[src/logic/crbie_pkg.sv]
// Package with register map, field positions and carrier types for the CRB interrupt block.
// Overview of operation
// - Global enable bit 31 low blocks all interrupts.
// - Four per-source enables, bits 3..0, reset 0.
// - Reserved enable and status bits read zero.
// - Owner field change sets status bit 3.
// - Grant from unassigned raises no owner interrupt.
// - Completed established reset sets status bit 2.
// - Leaving idle after ready request sets bit 1.
// - Command done, launch field cleared, sets bit 0.
// - Cancelling running command also sets bit 0.
// - Status resets 0; write 1 clears bit.
package crbie_pkg;

  localparam logic [7:0]  OFF_ENABLE    = 8'h00;
  localparam logic [7:0]  OFF_STATUS    = 8'h04;
  localparam int          BIT_GLOBAL    = 31;
  localparam int          BIT_OWNER     = 3;
  localparam int          BIT_ESTAB     = 2;
  localparam int          BIT_READY     = 1;
  localparam int          BIT_DONE      = 0;
  localparam int          NUM_SRC       = 4;
  localparam logic [31:0] ENABLE_RESET  = 32'h0000_0000;
  localparam logic [31:0] STATUS_RESET  = 32'h0000_0000;
  localparam logic [31:0] ENABLE_MASK   = 32'h8000_000f;
  localparam logic [31:0] STATUS_MASK   = 32'h0000_000f;
  localparam logic [3:0]  LAUNCH_CODE   = 4'h1;
  localparam logic [3:0]  LAUNCH_IDLE   = 4'h0;
  localparam logic [1:0]  HTRANS_IDLE   = 2'h0;
  localparam logic [1:0]  HTRANS_NONSEQ = 2'h2;

  typedef enum logic [1:0] {
    CMD_IDLE  = 2'h0,
    CMD_RUN   = 2'h1,
    CMD_ABORT = 2'h3
  } crbie_cmd_type;

  // Address phase of an accepted transfer, held for its data phase.
  typedef struct packed {
    logic       valid;
    logic       write;
    logic [7:0] addr;
  } crbie_req_type;

  // One bit per interrupt source, in status bit order 3..0.
  typedef struct packed {
    logic owner;
    logic estab;
    logic ready;
    logic done;
  } crbie_evt_type;

  function automatic logic crbie_hit(input crbie_req_type req, input logic [7:0] off);
    crbie_hit = req.valid && (req.addr == off);
  endfunction

endpackage

[src/logic/crbie_sticky_bit.sv]
// One sticky pending flag: hardware set wins over a software clear.
`timescale 1ns/100ps
module crbie_sticky_bit (
  input  wire logic clock,
  input  wire logic rst_n,
  input  wire logic set,
  input  wire logic clear,
  output logic      pend
);

  logic pend_q;

  always_ff @(posedge clock or negedge rst_n) begin
    if (!rst_n) begin
      pend_q <= 1'b0;
    end else if (set) begin
      pend_q <= 1'b1;
    end else if (clear) begin
      pend_q <= 1'b0;
    end
  end

  assign pend = pend_q;

endmodule

[src/logic/crbie_armed_event.sv]
// Arms on a request pulse and fires once when the completion level is seen.
`timescale 1ns/100ps
module crbie_armed_event (
  input  wire logic clock,
  input  wire logic rst_n,
  input  wire logic arm,
  input  wire logic done,
  output logic      armed,
  output logic      fire
);

  logic armed_q;

  // A completion seen before the request is ignored; only the next one counts.
  always_ff @(posedge clock or negedge rst_n) begin
    if (!rst_n) begin
      armed_q <= 1'b0;
    end else if (arm) begin
      armed_q <= 1'b1;
    end else if (armed_q && done) begin
      armed_q <= 1'b0;
    end
  end

  assign armed = armed_q;
  assign fire  = armed_q && done;

endmodule

[src/logic/crbie_irq_ctrl.sv]
// CRB interrupt enable and status registers with AHB-Lite slave and event capture.
`timescale 1ns/100ps
module crbie_irq_ctrl
  import crbie_pkg::*;
(
  input  wire logic        clock,
  input  wire logic        rst_n,
  input  wire logic        hsel,
  input  wire logic [31:0] haddr,
  input  wire logic [1:0]  htrans,
  input  wire logic        hwrite,
  input  wire logic [2:0]  hsize,
  input  wire logic [31:0] hwdata,
  input  wire logic        hready,
  output logic      [31:0] hrdata,
  output logic             hreadyout,
  output logic             hresp,
  input  wire logic [2:0]  owner_field,
  input  wire logic        owner_assigned_flag,
  input  wire logic        established_flag,
  input  wire logic        established_reset_request,
  input  wire logic        go_ready_request,
  input  wire logic        idle_status,
  input  wire logic [3:0]  command_launch_field,
  input  wire logic        command_launch_write,
  input  wire logic        command_cancel,
  output logic             irq
);

  crbie_req_type req_q;
  logic [31:0]   enable_q;
  logic [31:0]   hrdata_q;
  logic          hreadyout_q;
  logic          hresp_q;
  logic          irq_q;
  logic [2:0]    owner_field_q;
  logic          owner_assigned_q;
  crbie_cmd_type cmd_q;
  crbie_cmd_type cmd_d;
  crbie_evt_type evt;
  crbie_evt_type clr;
  logic [3:0]    pend;
  logic [31:0]   status_view;
  logic          take;
  logic          wr_enable;
  logic          wr_status;
  logic          estab_armed;
  logic          ready_armed;
  logic          irq_d;
  logic          evt_owner;
  logic          evt_estab;
  logic          evt_ready;
  logic          evt_done;

  // Hsize is not checked: only whole-word transfers are expected.
  assign take      = hsel && hready && htrans[1];
  assign wr_enable = crbie_hit(req_q, OFF_ENABLE) && req_q.write;
  assign wr_status = crbie_hit(req_q, OFF_STATUS) && req_q.write;

  always_ff @(posedge clock or negedge rst_n) begin
    if (!rst_n) begin
      req_q <= '0;
    end else if (hready) begin
      req_q.valid <= take;
      req_q.write <= hwrite;
      req_q.addr  <= haddr[7:0];
    end
  end

  // Zero wait states and always OKAY; hreadyout resets low and is high from the first edge after reset.
  always_ff @(posedge clock or negedge rst_n) begin
    if (!rst_n) begin
      hreadyout_q <= 1'b0;
      hresp_q     <= 1'b0;
    end else begin
      hreadyout_q <= 1'b1;
      hresp_q     <= 1'b0;
    end
  end

  // Read data is captured at the address phase edge so it stands from flops.
  always_ff @(posedge clock or negedge rst_n) begin
    if (!rst_n) begin
      hrdata_q <= 32'h0000_0000;
    end else if (take && !hwrite) begin
      if (haddr[7:0] == OFF_ENABLE) begin
        hrdata_q <= enable_q & ENABLE_MASK;
      end else if (haddr[7:0] == OFF_STATUS) begin
        hrdata_q <= status_view;
      end else begin
        hrdata_q <= 32'h0000_0000;
      end
    end
  end

  always_ff @(posedge clock or negedge rst_n) begin
    if (!rst_n) begin
      enable_q <= ENABLE_RESET;
    end else if (wr_enable) begin
      enable_q <= hwdata & ENABLE_MASK;
    end
  end

  always_ff @(posedge clock or negedge rst_n) begin
    if (!rst_n) begin
      owner_field_q    <= 3'h0;
      owner_assigned_q <= 1'b0;
    end else begin
      owner_field_q    <= owner_field;
      owner_assigned_q <= owner_assigned_flag;
    end
  end

  // A grant out of the unassigned state changes the field while the
  // previous assigned flag is still low, so it raises nothing.
  assign evt_owner = (owner_field != owner_field_q) && owner_assigned_q;

  crbie_armed_event u_estab (
    .clock (clock),
    .rst_n (rst_n),
    .arm   (established_reset_request),
    .done  (!established_flag),
    .armed (estab_armed),
    .fire  (evt_estab)
  );

  crbie_armed_event u_ready (
    .clock (clock),
    .rst_n (rst_n),
    .arm   (go_ready_request),
    .done  (!idle_status),
    .armed (ready_armed),
    .fire  (evt_ready)
  );

  always_comb begin
    cmd_d    = cmd_q;
    evt_done = 1'b0;
    case (cmd_q)
      CMD_IDLE: begin
        if (command_launch_write && command_launch_field == LAUNCH_CODE) begin
          cmd_d = CMD_RUN;
        end
      end
      CMD_RUN: begin
        if (command_cancel) begin
          evt_done = 1'b1;
          cmd_d    = CMD_ABORT;
        end else if (command_launch_field == LAUNCH_IDLE) begin
          evt_done = 1'b1;
          cmd_d    = CMD_IDLE;
        end
      end
      CMD_ABORT: begin
        // A cancelled command signals once; its later field clear is silent.
        if (command_launch_field == LAUNCH_IDLE) begin
          cmd_d = CMD_IDLE;
        end
      end
      default: begin
        cmd_d = CMD_IDLE;
      end
    endcase
  end

  always_ff @(posedge clock or negedge rst_n) begin
    if (!rst_n) begin
      cmd_q <= CMD_IDLE;
    end else begin
      cmd_q <= cmd_d;
    end
  end

  // Each source has its own driver; the struct is built in one place to keep one driver.
  assign evt = {evt_owner, evt_estab, evt_ready, evt_done};

  assign clr = wr_status ? crbie_evt_type'(hwdata[3:0]) : '0;

  for (genvar i = 0; i < NUM_SRC; i++) begin : g_pend
    crbie_sticky_bit u_pend (
      .clock (clock),
      .rst_n (rst_n),
      .set   (evt[i]),
      .clear (clr[i]),
      .pend  (pend[i])
    );
  end

  assign status_view = {28'h0000000, pend} & STATUS_MASK;

  // Flags keep latching while disabled, so enabling later fires at once.
  assign irq_d = enable_q[BIT_GLOBAL] && |(pend & enable_q[3:0]);

  always_ff @(posedge clock or negedge rst_n) begin
    if (!rst_n) begin
      irq_q <= 1'b0;
    end else begin
      irq_q <= irq_d;
    end
  end

  assign hrdata    = hrdata_q;
  assign hreadyout = hreadyout_q;
  assign hresp     = hresp_q;
  assign irq       = irq_q;

  property p_global_off;
    @(posedge clock) disable iff (!rst_n)
      !enable_q[BIT_GLOBAL] |=> !irq;
  endproperty
  a_global_off: assert property (p_global_off) else $error("irq high with global gate off");

  property p_enable_write;
    @(posedge clock) disable iff (!rst_n)
      wr_enable |=> enable_q[3:0] == $past(hwdata[3:0]) && enable_q[30:4] == 27'h0;
  endproperty
  a_enable_write: assert property (p_enable_write) else $error("enable write mismatch");

  property p_reserved_read;
    @(posedge clock) disable iff (!rst_n)
      crbie_hit(req_q, OFF_STATUS) && !req_q.write |-> hrdata[31:4] == 28'h0;
  endproperty
  a_reserved_read: assert property (p_reserved_read) else $error("status reserved bits set");

  property p_owner_evt;
    @(posedge clock) disable iff (!rst_n)
      (owner_field != $past(owner_field)) && $past(owner_assigned_flag) |=> pend[BIT_OWNER];
  endproperty
  a_owner_evt: assert property (p_owner_evt) else $error("owner change not latched");

  property p_owner_quiet;
    @(posedge clock) disable iff (!rst_n)
      !pend[BIT_OWNER] && !owner_assigned_q |=> !pend[BIT_OWNER];
  endproperty
  a_owner_quiet: assert property (p_owner_quiet) else $error("owner irq on free grant");

  property p_estab;
    @(posedge clock) disable iff (!rst_n)
      estab_armed && !established_flag |=> pend[BIT_ESTAB];
  endproperty
  a_estab: assert property (p_estab) else $error("established reset not latched");

  property p_ready;
    @(posedge clock) disable iff (!rst_n)
      ready_armed && !idle_status |=> pend[BIT_READY];
  endproperty
  a_ready: assert property (p_ready) else $error("ready transition not latched");

  property p_done;
    @(posedge clock) disable iff (!rst_n)
      cmd_q == CMD_RUN && !command_cancel && command_launch_field == LAUNCH_IDLE
      |=> pend[BIT_DONE];
  endproperty
  a_done: assert property (p_done) else $error("command done not latched");

  property p_cancel;
    @(posedge clock) disable iff (!rst_n)
      cmd_q == CMD_RUN && command_cancel |=> pend[BIT_DONE] && cmd_q == CMD_ABORT;
  endproperty
  a_cancel: assert property (p_cancel) else $error("cancel not latched");

  property p_w1c_keep;
    @(posedge clock) disable iff (!rst_n)
      pend[BIT_DONE] && !(wr_status && hwdata[BIT_DONE]) |=> pend[BIT_DONE];
  endproperty
  a_w1c_keep: assert property (p_w1c_keep) else $error("status bit lost");

  property p_w1c_clear;
    @(posedge clock) disable iff (!rst_n)
      wr_status && hwdata[BIT_OWNER] && !evt.owner |=> !pend[BIT_OWNER];
  endproperty
  a_w1c_clear: assert property (p_w1c_clear) else $error("write one did not clear");

  property p_irq_cause;
    @(posedge clock) disable iff (!rst_n)
      irq |-> $past(enable_q[BIT_GLOBAL]) && $past(|(pend & enable_q[3:0]));
  endproperty
  a_irq_cause: assert property (p_irq_cause) else $error("irq without enabled cause");

  property p_irq_rise;
    @(posedge clock) disable iff (!rst_n)
      enable_q[BIT_GLOBAL] && enable_q[BIT_READY] && pend[BIT_READY] |=> irq;
  endproperty
  a_irq_rise: assert property (p_irq_rise) else $error("enabled pending gave no irq");

  property p_irq_off;
    @(posedge clock) disable iff (!rst_n)
      !(|(pend & enable_q[3:0])) |=> !irq;
  endproperty
  a_irq_off: assert property (p_irq_off) else $error("irq without pending cause");

  property p_estab_arm;
    @(posedge clock) disable iff (!rst_n)
      established_reset_request |=> estab_armed;
  endproperty
  a_estab_arm: assert property (p_estab_arm) else $error("estab request not armed");

  property p_ready_arm;
    @(posedge clock) disable iff (!rst_n)
      go_ready_request |=> ready_armed;
  endproperty
  a_ready_arm: assert property (p_ready_arm) else $error("ready request not armed");

  property p_launch;
    @(posedge clock) disable iff (!rst_n)
      cmd_q == CMD_IDLE && command_launch_write && command_launch_field == LAUNCH_CODE
      |=> cmd_q == CMD_RUN;
  endproperty
  a_launch: assert property (p_launch) else $error("launch not accepted");

  property p_launch_other;
    @(posedge clock) disable iff (!rst_n)
      cmd_q == CMD_IDLE && !(command_launch_write && command_launch_field == LAUNCH_CODE)
      |=> cmd_q == CMD_IDLE;
  endproperty
  a_launch_other: assert property (p_launch_other) else $error("stray launch accepted");

  // The command tracker must stay quiet outside a running command.
  property p_idle_quiet;
    @(posedge clock) disable iff (!rst_n)
      cmd_q == CMD_IDLE && !pend[BIT_DONE] |=> !pend[BIT_DONE];
  endproperty
  a_idle_quiet: assert property (p_idle_quiet) else $error("done set while idle");

  property p_abort_quiet;
    @(posedge clock) disable iff (!rst_n)
      cmd_q == CMD_ABORT && !pend[BIT_DONE] |=> !pend[BIT_DONE];
  endproperty
  a_abort_quiet: assert property (p_abort_quiet) else $error("done set after cancel");

  property p_enable_read;
    @(posedge clock) disable iff (!rst_n)
      crbie_hit(req_q, OFF_ENABLE) && !req_q.write |-> hrdata[30:4] == 27'h0;
  endproperty
  a_enable_read: assert property (p_enable_read) else $error("enable reserved bits set");

  property p_w1c_zero;
    @(posedge clock) disable iff (!rst_n)
      wr_status && hwdata[3:0] == 4'h0 |=> (pend & $past(pend)) == $past(pend);
  endproperty
  a_w1c_zero: assert property (p_w1c_zero) else $error("write zero changed status");

  c_cancel: cover property (@(posedge clock) disable iff (!rst_n)
    cmd_q == CMD_RUN && command_cancel);
  c_irq_clear: cover property (@(posedge clock) disable iff (!rst_n)
    irq && wr_status ##2 !irq);
  c_all_pend: cover property (@(posedge clock) disable iff (!rst_n)
    pend == 4'hf && estab_armed == 1'b0 && ready_armed == 1'b0);
  c_launch_done: cover property (@(posedge clock) disable iff (!rst_n)
    cmd_q == CMD_RUN && command_launch_field == LAUNCH_IDLE);
  c_owner_evt: cover property (@(posedge clock) disable iff (!rst_n)
    evt.owner && owner_assigned_flag);

endmodule

[config.mk]
export PLATFORM = sky130hd
export DESIGN_NAME = crbie_irq_ctrl
export DESIGN_NICKNAME = d
export VERILOG_FILES = /design/src/logic/crbie_pkg.sv /design/src/logic/crbie_sticky_bit.sv /design/src/logic/crbie_armed_event.sv /design/src/logic/crbie_irq_ctrl.sv
export SDC_FILE = /design/constraint.sdc
export NUM_CORES = 1
export LEC_CHECK = 0
export ABC_AREA = 0
export BUFFER_PORTS_ARGS = -buffer_cell sky130_fd_sc_hd__buf_2
export CORE_MARGIN = 2
export CORE_UTILIZATION = 25
export CTS_BUF_LIST = sky130_fd_sc_hd__clkbuf_8 sky130_fd_sc_hd__clkbuf_16
export DETAILED_ROUTE_END_ITERATION = 10
export REMOVE_ABC_BUFFERS = 1
export SETUP_SLACK_MARGIN = 0.05
export SLEW_MARGIN = 10
export SYNTH_ARGS = -nofsm -noshare
export SYNTH_HDL_FRONTEND = slang
export SYNTH_HIERARCHICAL = 1
export SYNTH_SLANG_ARGS = --single-unit
export TNS_END_PERCENT = 100
[constraint.sdc]
create_clock -name clock -period 5.3 [get_ports clock]
set_clock_uncertainty 0.15 [all_clocks]
set_input_delay 0.53 -clock clock [delete_from_list [all_inputs] [get_ports clock]]
set_output_delay 0.53 -clock clock [all_outputs]
set_load 0.005 [all_outputs]
==> impl_metrics.env <==
export IMPL_status="completed"
export IMPL_synth_edff_count=0
export IMPL_cts_sinks=34
export IMPL_die_w_um=85.6
export IMPL_async_reset_ff_share_pct=100
export IMPL_floorplan_initialDensity_pct=26.1
export IMPL_crit_family="simple AND/OR/NAND/NOR gates"
export IMPL_wl_um=2980
export IMPL_dp_cells=257
export IMPL_grt_overflow=0
export IMPL_rows=29
export IMPL_postPlaceCellArea_mm2=0.00183
export IMPL_post_synth_top_count_cell="dfrtp_1"
export IMPL_worstSetupPathType="reg -> reg"
export IMPL_synthToLayoutAreaGrowth_pct=15.3
export IMPL_antenna_left=0
export IMPL_critPathMaxStageDelay_ns=0.60
export IMPL_finalMaxSlewViolations=0
export IMPL_critPathCapture="enable_q[31]"
export IMPL_core_mm2=0.00639
export IMPL_leakagePower_nw=0.946
export IMPL_r2r_end="enable_q[31]"
export IMPL_fin_area_mm2=0.00192
export IMPL_wire_per_inst_um=11.2
export IMPL_ys_warnings_count=6
export IMPL_ys_ff_latch=34
export IMPL_powerDensity_mw_per_mm2=287
export IMPL_rsz0062_at_grt="no"
export IMPL_worstMarginPinSlew_ns=0.760
export IMPL_hpwl_um=2310
export IMPL_dr_total_vias=1056
export IMPL_finalSetupViolCount=0
export IMPL_post_cts_buffers=0
export IMPL_path_depth=3
export IMPL_dr_pass1_iters=4
export IMPL_cp_data_required_time_ns=5.31
export IMPL_diodes=0
export IMPL_fp_dieArea_mm2=0.00733
export IMPL_worstReg2RegStart="req_q[4]"
export IMPL_crit_path_top_delay_cell="or4_4"
export IMPL_cp_end_kind="register"
export IMPL_port_buffer_count=39
export IMPL_grt_pass1_vias=1014
export IMPL_ys_seq_area_share_pct=51.1
export IMPL_path_cells="or4_4, or4_4, mux2_4"
export IMPL_io_pins=123
export IMPL_drt_iter0_markers=15
export IMPL_crit_buf_inv=0
export IMPL_yosysTopAreaCell="dfrtp_1"
export IMPL_cts_tree="done"
export IMPL_grt_use_total_pct=8.89
export IMPL_insertion_delay_ns=0.28
export IMPL_arrival_ns=2.13
export IMPL_total_power_mw=0.551
export IMPL_cts_resized=0
export IMPL_clockBufferDepth=2
export IMPL_max_cap_viol_count=0
export IMPL_grt_first_pass_wirelength_um=5000
export IMPL_numCtsBuffers=5
export IMPL_fin_nets=275
export IMPL_antenna_found_initial=0
export IMPL_crit_top_cell="or4_4"
export IMPL_root_buffer="clkbuf_8"
export IMPL_syn_avg_cell_area_um2=11.5
export IMPL_cp_max_fo=5
export IMPL_postCtsHoldBufs=0
export IMPL_stdcell_count=265
export IMPL_hold_viol=0
export IMPL_ff2ff_path_depth=3
export IMPL_crit_start="req_q[4]"
export IMPL_drc_errors=0
export IMPL_max_vdd_ir_drop_v=0.000101
export IMPL_grt_max_degree=35
export IMPL_max_slew_margin_rel_pct=49.3
export IMPL_drive_above_1_share_pct=34.0
export IMPL_fin_crit_ns=2.11
export IMPL_setup_tns_ns=0
export IMPL_max_freq_mhz=473
export IMPL_syn_area_mm2=0.00167
export IMPL_synth_area_leaders="dfrtp_1 (51%), buf_4 (13%), mux2_2 (6.1%), mux2_4 (4.5%), a21o_1 (2.7%)"
export IMPL_avgViaCountPerCell=3.98
export IMPL_synthTopCellsByCount="dfrtp_1 (34), buf_4 (28), inv_1 (11), mux2_2 (9), nand2_1 (7)"
export IMPL_rrSetupSlack_ns=3.19
export IMPL_routabilityCongestion=0.673
export IMPL_yosys_area_top_type_share_pct=51.1
export IMPL_yosys_cell_types_count=31
export IMPL_synth_cells=145
export IMPL_post_route_period_util_pct=39.9
export IMPL_htreeDepth=2
export IMPL_dieHeight_um=85.6
export IMPL_hold_path_class="in -> async"
export IMPL_cts_clk_slew_worst_paths_ns=0.07
export IMPL_worst_setup_path_start_kind="register"
export IMPL_ys_flop_type="dfrtp_1"
## final cells by class
type / instances / area, um2
inverter: 11 / 41.3
multi-input combinational: 96 / 646
timing repair buffer: 39 / 195
clock inverter: 2 / 8.76
fill: 685 / 4470
clock buffer: 6 / 82.6
tap: 77 / 96.3
sequential: 34 / 851
## report_power, final
group          total [mW]  internal [mW]  switching, mW
registers           0.294          0.281         0.0132
logic              0.0638         0.0316         0.0322
clock network       0.193          0.103         0.0905
total               0.551          0.415          0.136
## kinds of logic (layout without fill, tap and decap cells)
family                 count (synthesis)  in the layout  share of synthesized area (%)
multiplexers                          18             18                           13.0
other                                  2             29                          0.451
buffers and inverters                 42             58                           16.2
flip-flops                            34             34                           51.1
AO/OA/AOI/OAI                         19             19                           8.41
AND/OR/NAND/NOR                       27             27                           9.24
XOR/XNOR                               3              3                           1.58
## layer usage
layer / part of all wire [%] / vias to the layer above / global-route usage [%]
met5: 0 / - / 0
met3: 7.8 / 2 / 3.08
met2: 46 / 46 / 13.3
li1: - / 520 / -
met4: 0.77 / 0 / 3.46
met1: 46 / 488 / 11.8
## through the flow
step	setup slack, ns	utilization [%]	hold slack, ns
after floorplan	3.26	-	0.0844
after global placement	3.21	28.6	0.304
after detailed placement	3.20	28.6	0.310
after CTS	3.17	30.1	0.195
after global routing	3.14	30.1	0.193
final	3.19	30.1	0.172
## cells in the final DEF, fill, tap and decap left out, types with 2 or more instances in the layout
master and count:
buf_2 39, dfrtp_1 34, conb_1 29, inv_1 12
mux2_2 9, nand2_1 7, clkbuf_8 6, a21o_1 6
mux2_4 5, nor3_1 4, and2_1 4, mux2i_1 4
o31ai_1 4, xor2_1 3, or4_4 2, nand3_1 2
a22oi_1 2, nor4_1 2, nor2_1 2, and2_2 2
## state kept, by name (all words and copies together) (netlist names)
signal	cells
hrdata	5
owner_assigned_q	1
g_pend.u_pend/pend	4
irq	1
req_q	10
owner_field_q	3
u_estab/armed	1
hreadyout	1
cmd_q	2
u_ready/armed	1
enable_q	5
## worst min path at each step
stage | cells past startpoint | startpoint | end | slack (ns)
after detailed placement | 1 | u_estab/armed | u_estab/armed | 0.31
after floorplan | 0 | rst_n | cmd_q[0] | 0.08
after global routing | 1 | owner_assigned_flag | owner_assigned_q | 0.19
after CTS | 1 | rst_n | owner_field_q[2] | 0.20
after global placement | 1 | u_ready/armed | u_ready/armed | 0.30
final | 1 | rst_n | hrdata[2] | 0.17
Power figures use the tool's default switching activity.
